--- src/verilog/fsm_pkg.sv ---
package fsm_pkg;
  // ----------------------------------------
  // register offsets (byte addresses)
  // ----------------------------------------
  localparam logic [7:0] FSM_CTRL_OFS = 8'h00;
  localparam logic [7:0] FSM_STATUS_OFS = 8'h04;
  localparam logic [7:0] FSM_OC_LIMIT_OFS = 8'h08;
  localparam logic [7:0] FSM_OT_LIMIT_OFS = 8'h0c;
  localparam logic [7:0] FSM_RETRY_OFS = 8'h10;
  localparam logic [7:0] FSM_PHASE_OFS = 8'h14;
  localparam logic [7:0] FSM_SEQ_OFS = 8'h18;
  localparam logic [7:0] FSM_VOUT_SET_OFS = 8'h1c;
  localparam logic [7:0] FSM_VIN_OFS = 8'h20;
  localparam logic [7:0] FSM_VOUT_OFS = 8'h24;
  localparam logic [7:0] FSM_IOUT_OFS = 8'h28;
  localparam logic [7:0] FSM_TINT_OFS = 8'h2c;
  localparam logic [7:0] FSM_TEXT_OFS = 8'h30;
  localparam logic [7:0] FSM_DUTY_OFS = 8'h34;
  localparam logic [7:0] FSM_FREQ_OFS = 8'h38;
  localparam logic [7:0] FSM_VMON_OFS = 8'h3c;
  localparam logic [7:0] FSM_SNAP_STAT_OFS = 8'h40;
  localparam logic [7:0] FSM_SNAP_IOUT_OFS = 8'h44;
  localparam logic [7:0] FSM_SNAP_TEMP_OFS = 8'h48;
  localparam logic [7:0] FSM_SNAP_VOUT_OFS = 8'h4c;
  localparam logic [7:0] FSM_GRANT_OFS = 8'h50;
  // ----------------------------------------
  // control register bits (write 1 pulses)
  // ----------------------------------------
  localparam int FSM_CTRL_CLEAR_BIT = 0;
  localparam int FSM_CTRL_STORE_BIT = 1;
  localparam int FSM_CTRL_RESTORE_BIT = 2;
  // status bits
  localparam int FSM_ST_OC_PEAK = 0;
  localparam int FSM_ST_OC_AVG = 1;
  localparam int FSM_ST_OT = 2;
  localparam int FSM_ST_GROUP = 3;
  localparam int FSM_ST_DENIED = 4;
  localparam int FSM_ST_FLAGS = 5;
  // retry register fields
  localparam int FSM_RT_OC_EN = 0;
  localparam int FSM_RT_OT_EN = 1;
  localparam int FSM_RT_DLY_LSB = 8;
  localparam int FSM_RT_DLY_W = 16;
  // sequence register fields
  localparam int FSM_SQ_PREV_LSB = 0;
  localparam int FSM_SQ_NEXT_LSB = 5;
  localparam int FSM_SQ_ID_W = 5;
  localparam int FSM_SQ_BCAST_BIT = 10;
  localparam int FSM_SQ_HONOR_BIT = 11;
  localparam int FSM_SQ_FIRST_BIT = 12;
  localparam int FSM_SQ_LAST_BIT = 13;
  // ----------------------------------------
  // reset values and fixed figures
  // ----------------------------------------
  localparam logic [15:0] FSM_OT_LIMIT_RST = 16'h007d;
  localparam logic [15:0] FSM_OT_HYST = 16'h000f;
  localparam logic [15:0] FSM_OC_LIMIT_RST = 16'hffff;
  localparam logic [2:0] FSM_OC_COUNT = 3'h5;
  localparam logic [3:0] FSM_PHASE_STEPS = 4'hf;
  localparam logic [1:0] FSM_LEVEL_FACTORY = 2'h0;
  localparam logic [1:0] FSM_LEVEL_USER = 2'h1;
  localparam int FSM_NV_WORDS = 8;
  localparam logic [7:0] FSM_NV_VALID = 8'ha5;
  // ----------------------------------------
  // main state machine
  // ----------------------------------------
  typedef enum logic [6:0] {
    FSM_ST_INIT = 7'h01,
    FSM_ST_OFF = 7'h02,
    FSM_ST_WAIT_PREV = 7'h04,
    FSM_ST_ON = 7'h08,
    FSM_ST_WAIT_NEXT = 7'h10,
    FSM_ST_FAULT = 7'h20,
    FSM_ST_RETRY = 7'h40
  } fsm_state_t;
endpackage : fsm_pkg
--- src/verilog/fault_sequence_manager.sv ---
`timescale 1ns/10ps
// How it works
// - five consecutive peak overcurrent cycles force shutdown
// - peak threshold from vin, frequency, setpoint ripple
// - programmable average overcurrent limit raises fault
// - overcurrent defaults to no retry, programmable
// - over temperature above limit, default 125, shuts down
// - over temperature defaults to no retry
// - retry waits delay, restarts 15 below limit
// - still hot: wait delay and check again
// - phase offset in 22.5 degree steps
// - phase offset counts on shared sync clock
// - chain order from previous and next device
// - shared enable low starts ordered power down
// - fault shuts output; own (not group) fault broadcasts on group bus
// - honoured group fault shuts down, then resequences
// - telemetry readable over the register bus
// - fault snapshot of measurements and status captured
// - stored user values never loaded at initialisation: reset clears the store tag
// - store command writes settings to nonvolatile memory
// - restore only from levels granted to user
module fault_sequence_manager
  import fsm_pkg::*;
(
  input wire logic clk_i,
  input wire logic nrst_i,
  input wire logic psel_i,
  input wire logic penable_i,
  input wire logic pwrite_i,
  input wire logic [7:0] paddr_i,
  input wire logic [31:0] pwdata_i,
  output logic [31:0] prdata_o,
  output logic pready_o,
  output logic pslverr_o,
  input wire logic enable_i,
  input wire logic sync_clk_i,
  input wire logic sw_cycle_i,
  input wire logic peak_over_i,
  input wire logic [15:0] vin_i,
  input wire logic [15:0] vout_i,
  input wire logic [15:0] iout_i,
  input wire logic [15:0] temp_int_i,
  input wire logic [15:0] temp_ext_i,
  input wire logic [15:0] duty_i,
  input wire logic [15:0] freq_i,
  input wire logic [15:0] vmon_i,
  input wire logic group_bus_i,
  output logic group_bus_o,
  output logic group_bus_oe_o,
  input wire logic prev_done_i,
  input wire logic next_done_i,
  output logic power_on_o,
  output logic seq_done_o,
  output logic phase_start_o,
  output logic [15:0] peak_limit_o
);
  // ----------------------------------------
  // pin synchronisers
  // ----------------------------------------
  logic [1:0] en_s, sy_s, cy_s, pk_s, gb_s, pd_s, nd_s;
  always_ff @(posedge clk_i or negedge nrst_i) begin
    if (!nrst_i) begin
      en_s <= 2'h0;
      sy_s <= 2'h0;
      cy_s <= 2'h0;
      pk_s <= 2'h0;
      gb_s <= 2'h0;
      pd_s <= 2'h0;
      nd_s <= 2'h0;
    end else begin
      en_s <= {en_s[0], enable_i};
      sy_s <= {sy_s[0], sync_clk_i};
      cy_s <= {cy_s[0], sw_cycle_i};
      pk_s <= {pk_s[0], peak_over_i};
      gb_s <= {gb_s[0], group_bus_i};
      pd_s <= {pd_s[0], prev_done_i};
      nd_s <= {nd_s[0], next_done_i};
    end
  end
  logic sy_d, cy_d;
  always_ff @(posedge clk_i or negedge nrst_i) begin
    if (!nrst_i) begin
      sy_d <= 1'b0;
      cy_d <= 1'b0;
    end else begin
      sy_d <= sy_s[1];
      cy_d <= cy_s[1];
    end
  end
  wire sync_rise = sy_s[1] & ~sy_d;
  wire cyc_rise = cy_s[1] & ~cy_d;

  // ----------------------------------------
  // configuration registers
  // ----------------------------------------
  logic [15:0] oc_limit_reg, ot_limit_reg, vout_set_reg;
  logic [31:0] retry_reg, seq_reg;
  logic [3:0] phase_reg;
  logic [1:0] grant_reg;
  logic [FSM_ST_FLAGS-1:0] status_reg;
  logic [31:0] snap_stat_reg, snap_iout_reg, snap_temp_reg, snap_vout_reg;
  fsm_state_t state_reg, state_next;

  wire setup = psel_i & ~penable_i;
  wire wr_acc = psel_i & penable_i & pwrite_i & pready_o;
  wire clear_cmd = wr_acc && paddr_i == FSM_CTRL_OFS && pwdata_i[FSM_CTRL_CLEAR_BIT];
  wire store_cmd = wr_acc && paddr_i == FSM_CTRL_OFS && pwdata_i[FSM_CTRL_STORE_BIT];
  wire restore_cmd = wr_acc && paddr_i == FSM_CTRL_OFS && pwdata_i[FSM_CTRL_RESTORE_BIT];
  wire restore_ok = restore_cmd && grant_reg == FSM_LEVEL_USER;

  // nonvolatile copy: word index walks through the settings
  logic nv_busy_reg, nv_load_reg;
  logic [2:0] nv_idx_reg;
  logic [31:0] nv_rdata;
  logic nv_valid;
  logic [31:0] nv_wdata;
  always_comb begin
    nv_wdata = 32'h0000_0000;
    unique case (nv_idx_reg)
      3'h0: nv_wdata = {16'h0000, oc_limit_reg};
      3'h1: nv_wdata = {16'h0000, ot_limit_reg};
      3'h2: nv_wdata = retry_reg;
      3'h3: nv_wdata = {28'h0000000, phase_reg};
      3'h4: nv_wdata = seq_reg;
      3'h5: nv_wdata = {16'h0000, vout_set_reg};
      default: nv_wdata = 32'h0000_0000;
    endcase
  end
  wire nv_wr = nv_busy_reg & ~nv_load_reg;

  fsm_nvm u_nvm (
    .clk_i(clk_i),
    .nrst_i(nrst_i),
    .wr_i(nv_wr),
    .addr_i(nv_idx_reg),
    .wdata_i(nv_wdata),
    .rdata_o(nv_rdata),
    .valid_o(nv_valid)
  );

  wire nv_last = nv_idx_reg == 3'h7;
  wire init_go = state_reg == FSM_ST_INIT && !nv_busy_reg;
  always_ff @(posedge clk_i or negedge nrst_i) begin
    if (!nrst_i) begin
      nv_busy_reg <= 1'b0;
      nv_load_reg <= 1'b0;
      nv_idx_reg <= 3'h0;
    end else if (nv_busy_reg) begin
      nv_idx_reg <= nv_idx_reg + 3'h1;
      nv_busy_reg <= !nv_last;
    end else if (init_go && nv_valid) begin
      nv_busy_reg <= 1'b1;
      nv_load_reg <= 1'b1;
    end else if (store_cmd) begin
      nv_busy_reg <= 1'b1;
      nv_load_reg <= 1'b0;
    end else if (restore_ok && nv_valid) begin
      nv_busy_reg <= 1'b1;
      nv_load_reg <= 1'b1;
    end
  end
  wire ld = nv_busy_reg & nv_load_reg;

  always_ff @(posedge clk_i or negedge nrst_i) begin
    if (!nrst_i) begin
      oc_limit_reg <= FSM_OC_LIMIT_RST;
      ot_limit_reg <= FSM_OT_LIMIT_RST;
      retry_reg <= 32'h0000_0000;
      phase_reg <= 4'h0;
      seq_reg <= 32'h0000_0000;
      vout_set_reg <= 16'h0000;
    end else if (ld) begin
      unique case (nv_idx_reg)
        3'h0: oc_limit_reg <= nv_rdata[15:0];
        3'h1: ot_limit_reg <= nv_rdata[15:0];
        3'h2: retry_reg <= nv_rdata;
        3'h3: phase_reg <= nv_rdata[3:0];
        3'h4: seq_reg <= nv_rdata;
        3'h5: vout_set_reg <= nv_rdata[15:0];
        default: ;
      endcase
    end else if (wr_acc) begin
      unique case (paddr_i)
        FSM_OC_LIMIT_OFS: oc_limit_reg <= pwdata_i[15:0];
        FSM_OT_LIMIT_OFS: ot_limit_reg <= pwdata_i[15:0];
        FSM_RETRY_OFS: retry_reg <= pwdata_i;
        FSM_PHASE_OFS: phase_reg <= pwdata_i[3:0];
        FSM_SEQ_OFS: seq_reg <= pwdata_i;
        FSM_VOUT_SET_OFS: vout_set_reg <= pwdata_i[15:0];
        default: ;
      endcase
    end
  end

  // access level granted to the user; factory-only until raised
  always_ff @(posedge clk_i or negedge nrst_i) begin
    if (!nrst_i) begin
      grant_reg <= FSM_LEVEL_FACTORY;
    end else if (wr_acc && paddr_i == FSM_GRANT_OFS) begin
      grant_reg <= pwdata_i[1:0];
    end
  end

  // ----------------------------------------
  // peak threshold and fault detection
  // ----------------------------------------
  // ripple ~ (vin - vout) * vout / (vin * f); computed with a full divide, then halved before it is added to the limit
  logic [15:0] ripple;
  always_comb begin
    ripple = 16'h0000;
    if (vin_i > vout_set_reg && freq_i != 16'h0000) begin
      ripple = 16'((32'(vin_i - vout_set_reg) * 32'(vout_set_reg)) / (32'(vin_i) * 32'(freq_i)));
    end
  end
  always_ff @(posedge clk_i or negedge nrst_i) begin
    if (!nrst_i) begin
      peak_limit_o <= 16'h0000;
    end else begin
      peak_limit_o <= oc_limit_reg + (ripple >> 1);
    end
  end

  logic [2:0] oc_cnt_reg;
  always_ff @(posedge clk_i or negedge nrst_i) begin
    if (!nrst_i) begin
      oc_cnt_reg <= 3'h0;
    end else if (state_reg != FSM_ST_ON) begin
      oc_cnt_reg <= 3'h0;
    end else if (cyc_rise) begin
      oc_cnt_reg <= pk_s[1] ? ((oc_cnt_reg == FSM_OC_COUNT) ? oc_cnt_reg : oc_cnt_reg + 3'h1)
                            : 3'h0;
    end
  end
  wire running = state_reg == FSM_ST_ON;
  wire f_peak = running && oc_cnt_reg == FSM_OC_COUNT;
  wire f_avg = running && iout_i > oc_limit_reg;
  wire f_ot = running && temp_int_i > ot_limit_reg;
  wire f_grp = running && seq_reg[FSM_SQ_HONOR_BIT] && gb_s[1];
  wire own_fault = f_peak | f_avg | f_ot;
  wire any_fault = own_fault | f_grp;

  // set wins over clear; restart also clears
  wire restart_ok = state_reg == FSM_ST_RETRY && state_next == FSM_ST_OFF;
  always_ff @(posedge clk_i or negedge nrst_i) begin
    if (!nrst_i) begin
      status_reg <= '0;
    end else begin
      status_reg <= ((clear_cmd || restart_ok) ? '0 : status_reg)
                  | {restore_cmd & ~restore_ok, f_grp, f_ot, f_avg, f_peak};
    end
  end

  always_ff @(posedge clk_i or negedge nrst_i) begin
    if (!nrst_i) begin
      snap_stat_reg <= 32'h0000_0000;
      snap_iout_reg <= 32'h0000_0000;
      snap_temp_reg <= 32'h0000_0000;
      snap_vout_reg <= 32'h0000_0000;
    end else if (any_fault) begin
      snap_stat_reg <= 32'({f_grp, f_ot, f_avg, f_peak});
      snap_iout_reg <= {16'h0000, iout_i};
      snap_temp_reg <= {temp_ext_i, temp_int_i};
      snap_vout_reg <= {vin_i, vout_i};
    end
  end

  // ----------------------------------------
  // sequencing state machine
  // ----------------------------------------
  logic [15:0] dly_reg;
  wire want_retry = (status_reg[FSM_ST_OT] & retry_reg[FSM_RT_OT_EN])
                  | ((status_reg[FSM_ST_OC_PEAK] | status_reg[FSM_ST_OC_AVG])
                     & retry_reg[FSM_RT_OC_EN]) | status_reg[FSM_ST_GROUP];
  wire prev_ok = seq_reg[FSM_SQ_FIRST_BIT] | pd_s[1];
  wire next_ok = seq_reg[FSM_SQ_LAST_BIT] | ~nd_s[1];
  wire cool = temp_int_i + FSM_OT_HYST <= ot_limit_reg;

  always_comb begin
    state_next = state_reg;
    unique case (state_reg)
      FSM_ST_INIT: if (!nv_busy_reg && !(init_go && nv_valid)) state_next = FSM_ST_OFF;
      FSM_ST_OFF: if (en_s[1]) state_next = FSM_ST_WAIT_PREV;
      FSM_ST_WAIT_PREV: begin
        if (!en_s[1]) state_next = FSM_ST_OFF;
        else if (prev_ok) state_next = FSM_ST_ON;
      end
      FSM_ST_ON: begin
        if (any_fault) state_next = FSM_ST_FAULT;
        else if (!en_s[1]) state_next = FSM_ST_WAIT_NEXT;
      end
      FSM_ST_WAIT_NEXT: begin
        if (next_ok) state_next = FSM_ST_OFF;
        else if (en_s[1]) state_next = FSM_ST_ON;
      end
      FSM_ST_FAULT: begin
        if (want_retry) state_next = FSM_ST_RETRY;
        // without retry only dropping the shared enable leaves the latch-off
        else if (!en_s[1]) state_next = FSM_ST_OFF;
      end
      FSM_ST_RETRY: begin
        if (dly_reg == 16'h0000 && (cool || !status_reg[FSM_ST_OT])) begin
          state_next = FSM_ST_OFF;
        end
      end
      default: state_next = FSM_ST_INIT;
    endcase
  end

  always_ff @(posedge clk_i or negedge nrst_i) begin
    if (!nrst_i) begin
      state_reg <= FSM_ST_INIT;
    end else begin
      state_reg <= state_next;
    end
  end

  always_ff @(posedge clk_i or negedge nrst_i) begin
    if (!nrst_i) begin
      dly_reg <= 16'h0000;
    end else if (state_reg == FSM_ST_FAULT) begin
      dly_reg <= retry_reg[FSM_RT_DLY_LSB +: FSM_RT_DLY_W];
    end else if (state_reg == FSM_ST_RETRY) begin
      if (dly_reg != 16'h0000) begin
        dly_reg <= dly_reg - 16'h0001;
      end else if (!cool && status_reg[FSM_ST_OT]) begin
        dly_reg <= retry_reg[FSM_RT_DLY_LSB +: FSM_RT_DLY_W];
      end
    end
  end

  always_ff @(posedge clk_i or negedge nrst_i) begin
    if (!nrst_i) begin
      power_on_o <= 1'b0;
      seq_done_o <= 1'b0;
      group_bus_o <= 1'b0;
      group_bus_oe_o <= 1'b0;
    end else begin
      power_on_o <= state_next == FSM_ST_ON || state_next == FSM_ST_WAIT_NEXT;
      seq_done_o <= state_next == FSM_ST_ON;
      // open drain: drive low never, assert fault by driving high pulse
      group_bus_o <= state_reg == FSM_ST_ON && own_fault && seq_reg[FSM_SQ_BCAST_BIT];
      group_bus_oe_o <= state_reg == FSM_ST_ON && own_fault
                      && seq_reg[FSM_SQ_BCAST_BIT];
    end
  end

  // ----------------------------------------
  // phase offset against shared clock
  // ----------------------------------------
  // sixteen sub-slots per sync period; meaningless without common sync
  logic [15:0] per_cnt_reg, per_len_reg;
  always_ff @(posedge clk_i or negedge nrst_i) begin
    if (!nrst_i) begin
      per_cnt_reg <= 16'h0000;
      per_len_reg <= 16'h0000;
    end else if (sync_rise) begin
      per_len_reg <= per_cnt_reg;
      per_cnt_reg <= 16'h0000;
    end else begin
      per_cnt_reg <= per_cnt_reg + 16'h0001;
    end
  end
  wire [19:0] ofs_prod = 20'(per_len_reg) * 20'(phase_reg);
  always_ff @(posedge clk_i or negedge nrst_i) begin
    if (!nrst_i) begin
      phase_start_o <= 1'b0;
    end else begin
      phase_start_o <= per_cnt_reg == ofs_prod[19:4];
    end
  end

  // ----------------------------------------
  // apb slave: no wait states
  // ----------------------------------------
  logic [31:0] rd;
  logic hit;
  always_comb begin
    rd = 32'h0000_0000;
    hit = 1'b1;
    unique case (paddr_i)
      FSM_CTRL_OFS: rd = 32'h0000_0000;
      FSM_STATUS_OFS: rd = {16'h0000, 2'h0, state_reg, 2'h0, status_reg};
      FSM_OC_LIMIT_OFS: rd = {16'h0000, oc_limit_reg};
      FSM_OT_LIMIT_OFS: rd = {16'h0000, ot_limit_reg};
      FSM_RETRY_OFS: rd = retry_reg;
      FSM_PHASE_OFS: rd = {28'h0000000, phase_reg};
      FSM_SEQ_OFS: rd = seq_reg;
      FSM_VOUT_SET_OFS: rd = {16'h0000, vout_set_reg};
      FSM_VIN_OFS: rd = {16'h0000, vin_i};
      FSM_VOUT_OFS: rd = {16'h0000, vout_i};
      FSM_IOUT_OFS: rd = {16'h0000, iout_i};
      FSM_TINT_OFS: rd = {16'h0000, temp_int_i};
      FSM_TEXT_OFS: rd = {16'h0000, temp_ext_i};
      FSM_DUTY_OFS: rd = {16'h0000, duty_i};
      FSM_FREQ_OFS: rd = {16'h0000, freq_i};
      FSM_VMON_OFS: rd = {16'h0000, vmon_i};
      FSM_SNAP_STAT_OFS: rd = snap_stat_reg;
      FSM_SNAP_IOUT_OFS: rd = snap_iout_reg;
      FSM_SNAP_TEMP_OFS: rd = snap_temp_reg;
      FSM_SNAP_VOUT_OFS: rd = snap_vout_reg;
      FSM_GRANT_OFS: rd = {30'h00000000, grant_reg};
      default: hit = 1'b0;
    endcase
  end
  always_ff @(posedge clk_i or negedge nrst_i) begin
    if (!nrst_i) begin
      pready_o <= 1'b0;
      pslverr_o <= 1'b0;
      prdata_o <= 32'h0000_0000;
    end else begin
      pready_o <= setup;
      pslverr_o <= setup & ~hit;
      prdata_o <= (setup && !pwrite_i) ? rd : 32'h0000_0000;
    end
  end
endmodule : fault_sequence_manager

--- src/verilog/fsm_nvm.sv ---
`timescale 1ns/10ps
// ----------------------------------------
// nonvolatile configuration store
// ----------------------------------------
module fsm_nvm
  import fsm_pkg::*;
(
  input wire logic clk_i,
  input wire logic nrst_i,
  input wire logic wr_i,
  input wire logic [2:0] addr_i,
  input wire logic [31:0] wdata_i,
  output logic [31:0] rdata_o,
  output logic valid_o
);
  logic [31:0] mem [FSM_NV_WORDS];
  logic [7:0] tag_reg;

  // array holds no reset; the tag marks contents as stored
  always_ff @(posedge clk_i) begin
    if (wr_i) begin
      mem[addr_i] <= wdata_i;
    end
  end

  always_ff @(posedge clk_i or negedge nrst_i) begin
    if (!nrst_i) begin
      tag_reg <= 8'h00;
    end else if (wr_i) begin
      tag_reg <= FSM_NV_VALID;
    end
  end

  assign rdata_o = mem[addr_i];
  assign valid_o = (tag_reg == FSM_NV_VALID);
endmodule : fsm_nvm

--- config.mk ---
export PLATFORM = sky130hd
export DESIGN_NAME = fault_sequence_manager
export DESIGN_NICKNAME = d
export VERILOG_FILES = /design/src/verilog/fsm_pkg.sv /design/src/verilog/fault_sequence_manager.sv /design/src/verilog/fsm_nvm.sv
export SDC_FILE = /design/constraint.sdc
export NUM_CORES = 2
export LEC_CHECK = 0
export ABC_AREA = 1
export BUFFER_PORTS_ARGS = -buffer_cell sky130_fd_sc_hd__buf_2
export CAP_MARGIN = 20
export CORE_UTILIZATION = 40
export CTS_BUF_LIST = sky130_fd_sc_hd__clkbuf_4
export DETAILED_ROUTE_END_ITERATION = 12
export PLACE_DENSITY_LB_ADDON = 0.15
export SYNTH_ARGS = -nofsm -noshare
export SYNTH_HDL_FRONTEND = slang
export SYNTH_SLANG_ARGS = --single-unit
--- constraint.sdc ---
create_clock -name clk_i -period 105 [get_ports clk_i]
set_input_delay 31.5 -clock clk_i [delete_from_list [all_inputs] [get_ports clk_i]]
set_output_delay 31.5 -clock clk_i [all_outputs]
set_load 0.03 [all_outputs]
### Yosys cells after proc, flatten, opt, wreduce, memory -nomap -nowiden

Memory sizes are Yosys's and may differ from the RTL's.
Cells that the tools add are included.

* add/sub/neg operators: 7
* multiply operators: 3
* div/mod/pow operators: 1
* order comparisons: 4
* eq/ne operators: 48
* muxes and demuxes: 60
* bitwise gates (word level): 29
* reductions and logical operators: 57

Operators by type and width (count)
* 32-bit one-hot mux with 20 select lines: 1
* 16-bit 2-to-1 mux: 18
* 32-bit 2-to-1 mux: 9
* 32-bit one-hot mux with 6 select lines: 1
* 7-bit 2-to-1 mux: 11
* 8-bit by 6-bit equality test with 1-bit output (second input constant): 8
* 7-bit one-hot mux with 7 select lines: 1
* 16-bit > comparator: 3
* 8-bit by 7-bit equality test with 1-bit output (second input constant): 5
* 32-bit by 32-bit divider with 32-bit output: 1
* 8-bit by 5-bit equality test with 1-bit output (second input constant): 4
* 16-bit by 16-bit multiplier with 32-bit output: 1
* 17-bit by 17-bit multiplier with 32-bit output: 1
* 16-bit nonzero test: 2
* 1-bit logical AND: 22
* 21-bit OR reduction: 1
* 16-bit by 4-bit multiplier with 20-bit output: 1
* 3-bit AND reduction: 6
* 2-bit nonzero test: 9
* 16-bit by 16-bit subtractor with 17-bit output: 1
* 16-bit by 1-bit adder with 16-bit output (second input constant): 1
* 16-bit by 15-bit adder with 16-bit output: 1
* 16-bit by 4-bit adder with 16-bit output (second input constant): 1
* 16-bit equality test: 1
* other kinds (35): 99

* register bits after elaboration: 341
* RAM bits: 256
* input port bits: 180
* output and inout port bits: 55
* word-level logic and storage cells: 248
* memories: 1

Memories
* u_nvm.mem: words 8, bits a word 32, read ports 1, clocked after memory_dff 0, write ports 1, RTL line fsm_nvm.sv:16 `logic [31:0] mem [FSM_NV_WORDS];`

### Logic depth before layout (Yosys ltp)

* depth in word-level cells: 12
* mapped depth: 762
* depth with buffers taken out: 754

### Hierarchy

From an unflattened synthesis, not the netlist that was laid out.

* cells, all modules: 10899
* area, all modules: 78163.7 um2

Modules (own cells, without submodules)
* fault_sequence_manager: times used 1, cells each 9845, area each 67313.3 um2, seq. area each 8536.9 um2
* fsm_nvm: times used 1, cells each 1054, area each 10850.4 um2, seq. area each 7712.4 um2

### Worst setup path before layout

Ideal clock, no wire load.

* path kind: input port to flip-flop
* start point: input port vin_i[0]
* end point: register peak_limit_o[14]
* setup time: 0.079 ns
* arrival time: 116.534 ns
* required time: 104.921 ns
* setup slack: -11.613 ns
* stages: 725
* buffers on the path: 16
* cells stage by stage: clkbuf_1 > inv_1 > ha_1 > fa_1 > or2_2 > a21oi_1 > nand2_1 > nand2_1 > nand3_1 > nand2_1 > nand2_1 > nand2_1 > xor2_1 > inv_1 > nor2_1 > fa_1 > fa_1 > inv_1 > [... 689 more ...] > a2111oi_0 > a31oi_1 > ha_1 > fa_1 > a31oi_1 > o21ai_0 > a21oi_1 > o21bai_1 > a21oi_1 > inv_1 > a21oi_1 > inv_1 > a21oi_1 > o21bai_1 > a21oi_1 > nor2_1 > nor2_1 > xor2_1

* word-level cells in the longest chain between the ends: 5
* elaborated cells between the ends (all ways): 8
* classes of those cells: add/sub (2); mul (2); div (1); order compare (1); mux (1); reduce/logical (1)

Ends and longest elaborated chain
* start: declaration: RTL line fault_sequence_manager.sv:39 `input wire logic [15:0] vin_i,`
* 16-bit by 16-bit subtractor with 17-bit output: RTL line fault_sequence_manager.sv:212 `ripple = 16'((32'(vin_i - vout_set_reg) * 32'(vout_set_reg)) / (32'(vin_i) * 32'(freq_i)));`
* 17-bit by 17-bit multiplier with 32-bit output: RTL line fault_sequence_manager.sv:212
* 32-bit by 32-bit divider with 32-bit output: RTL line fault_sequence_manager.sv:212
* 16-bit 2-to-1 mux *: RTL line fault_sequence_manager.sv:211 `if (vin_i > vout_set_reg && freq_i != 16'h0000) begin`
* 16-bit by 15-bit adder with 16-bit output *: RTL line fault_sequence_manager.sv:219 `peak_limit_o <= oc_limit_reg + (ripple >> 1);`
* end signal: assignment: RTL line fault_sequence_manager.sv:219
* end: declaration: RTL line fault_sequence_manager.sv:55 `output logic [15:0] peak_limit_o`

Mark *: on every way between the ends. The rest lies on a longest branch, timed or not.
A chain may end at the register's enable or synchronous reset.

### Worst setup path after layout

Same ends and word-level chain as after synthesis.

==> impl_results.md <==
* WL/cell at 19.5 um
* Critical path buffer and inverter count at 189
* RSZ-0062 raised after global routing: yes
* Post-Syn Nets at 11800
* DR vias/cell at 5.12
* Largest buffer count on any clock path at 3
* Rel. slew slack at 14.2%
* Worst path arrival time at 114890 ps
* Largest delay share family, worst path: compound AO/OA/AOI/OAI gates
* GRT Util Overall at 31.5%
* Most used cell, CP: nand2_2
* Clk Latency, worst-skew pair at 1180 ps
* Cell taking the most area after synthesis: ha_1
* Worst Slack Setup Final at -8790 ps
* Worst-path clk slew at 70 ps
* Final-report hold violation count at 0
* Core ar. at 190000 sq um
* Netlist cell types at 95
* Clock tree from TritonCTS: yes
* Gpl congestion at 0.991
* Worst Tran Pin Value at 1280 ps
* Routed Antenna Nets at 0
* Worst path slowest cell: fa_2
* Area of the multi-input gates at 56400 sq um
* Max reg flops at 256
* Final Cycle Share at 108%
* Final setup vio count at 16
* Clk_skew at 114 ps
* Cell area after synthesis at 76800 sq um
* Slew Viols, Final at 0
* Vias in the first global route at 81700
* Global-route wire length before repair at 470000 um
* P&R area growth vs syn at 42.4%
* Final wirelength at 311000 um
* Hold_ws at 349 ps
* Port Buffer Count at 234
* Crit path largest cell delay at 600 ps
* Max frequency at 8.79 MHz
* Final TNS setup at -127220 ps
* Largest net degree at the start of global routing at 107
* Post-synth ARST share at 57.1%
* Kind of critical path: in2reg
* Die ar. at 194000 sq um
* Post-synth top area share at 12.9%
* Root buf cell: clkbuf_4
* Sequential cell area at 16200 sq um
* Number of buffers created by CTS at 164
* Worst r2r src: vout_set_reg[2]$_DFFE_PN0P_
* Failing checks: negative setup slack
* Share of cells above drive strength 1 at 35.8%
* Mapped Cells at 10400
* Synth area leaders: ha_1 (13%), fa_1 (13%), nand2_1 (12%)
* Worst Hold Class: reg2reg
* CP Max Fanout at 14
* Fillcell total at 17700
* Critical Path RT at 106100 ps
* Gr ovfl total at 0
* DR vias at 81700
* Maximum capacitance violations at 0
* Period minus WS final at 113790 ps
* Post-DP HPWL at 240000 um
* Clock Sinks at 597
* Post-synthesis sequential area ratio at 21.2%
* DRC errors left at 0
* Crit path from: vin_i[0]
* Primary FF master, synth: dfrtp_1
* Initial antenna violation count at 17
* CP Launch Type: primary input
* Chip height at 440 um
* Syn_area_per_cell at 7.41 sq um
* Num rows at 160
* Initial DRC Count at 5728
* IO Pins at 235
* Worst hold start: cy_s[0]$_DFF_PN0_
* Worst setup EP type: flop
* Outcome: finished, violations left
* Layout net count at 14800
* Initial Util at 40.3%
* H-tree Lvls at 4
* Largest register by flop count: u_nvm.mem
* EDFF count, synth at 256
* YS warnings at 0
* FF+latch count, synth at 597
* Die W at 440 um
* TritonRoute pass-1 iters at 6
-- metrics by stage --
step / setup slack, ps / instances / utilization (%) / area, sq um
floorplan: -6980 / 10400 / - / 78400
global placement: -9710 / 15000 / 51.4 / 97900
detailed placement: -11540 / 15000 / 51.4 / 97900
CTS: -7270 / 15800 / 55.4 / 105000
global route: -14420 / 16000 / 57.4 / 109000
finish: -8790 / 16000 / 57.4 / 109000
-- final timing paths --
check,to,slack (ps),cells after the start
max,peak_limit_o[14]$_DFF_PN0_,-8790,679
min,cy_s[1]$_DFF_PN0_,350,0
max reg2reg,peak_limit_o[14]$_DFF_PN0_,20220,686
min reg2reg,cy_s[1]$_DFF_PN0_,350,0
max in group asynchronous,retry_reg[4]$_DFFE_PN0P_,71660,4
min in group asynchronous,pk_s[0]$_DFF_PN0_,30370,1
-- synthesized netlist by cell type (33+ instances only) --
| library cell | n |
|---|---|
| a21o_1 | 47 |
| a21oi_2 | 59 |
| o21bai_1 | 50 |
| a221oi_1 | 70 |
| o21ai_1 | 89 |
| nand3_1 | 306 |
| nand2_2 | 102 |
| o21ai_2 | 105 |
| nor3_1 | 89 |
| a31oi_1 | 56 |
| a22o_1 | 40 |
| edfxtp_1 | 256 |
| o22ai_1 | 63 |
| or2_2 | 66 |
| dfrtp_1 | 318 |
| inv_1 | 2016 |
| nor2_1 | 570 |
| ha_1 | 794 |
| buf_1 | 33 |
| clkbuf_1 | 194 |
| fa_1 | 490 |
| nand2_1 | 2498 |
| xnor2_1 | 152 |
| inv_2 | 81 |
| nand4_1 | 121 |
| a21oi_1 | 505 |
| o21ai_0 | 409 |
| xor2_1 | 264 |
| nor4_1 | 53 |
-- cells in the final DEF, fill, tap and decap left out, types with 121 or more instances in the layout --
cell type and count:
dfrtp_1 318, o21ai_0 365, ha_4 126, edfxtp_1 256
nand2_2 287, fa_1 479, xnor2_1 147, buf_4 2775
inv_1 1873, inv_2 198, a21oi_2 133, clkbuf_4 234
nand3_1 267, a21oi_1 381, nand4_1 121, ha_1 666
buf_2 230, nand2_1 2271, xor2_1 257, nor2_1 511
o21ai_2 153
-- cells by family (layout without fill, tap and decap cells) --
kind of cell,after synthesis,after routing,synth area share [%]
AO/OA/AOI/OAI,1721,1721,14.2
XOR/XNOR,419,419,4.81
adder cells (fa/ha/maj),1284,1284,25.7
buffers and inverters,2404,5497,12.3
flip-flops,597,597,21.2
multiplexers,4,4,0.0701
other,0,16,0
AND/OR/NAND/NOR,3923,3926,21.7
-- timing repair --
action | in CTS | in global routing
pin swaps | 283 | 529
setup endpoints to repair | 16 | 16
resized for setup | 283 | 612
setup buffers | 521 | 173
hold buffers | 0 | 0
cloned | 7 | 2
-- per-layer routing --
| metal | up-vias | routed length (um) | track usage, % |
|---|---|---|---|
| met3 | 657 | 20400 | 5.01 |
| met4 | 12 | 15600 | 13.9 |
| met5 | - | 80 | 0 |
| met2 | 2538 | 146000 | 52.4 |
| li1 | 39200 | - | - |
| met1 | 39300 | 129000 | 40.2 |
-- area by class of cell --
cell class / instances / share of cell area (%)
inverters: 2117 / 7.37
flip-flops and latches: 597 / 14.9
well taps: 2511 / 2.87
clock buffers: 232 / 1.59
multi-input cells: 7354 / 51.6
repair inverters: 2 / 0.0114
repair buffers: 3096 / 21.4
diodes: 16 / 0.0366
clock inverters: 50 / 0.327
Power is not shown: default switching activity piles up to over one toggle a cycle in this logic, so the estimate is an artifact.
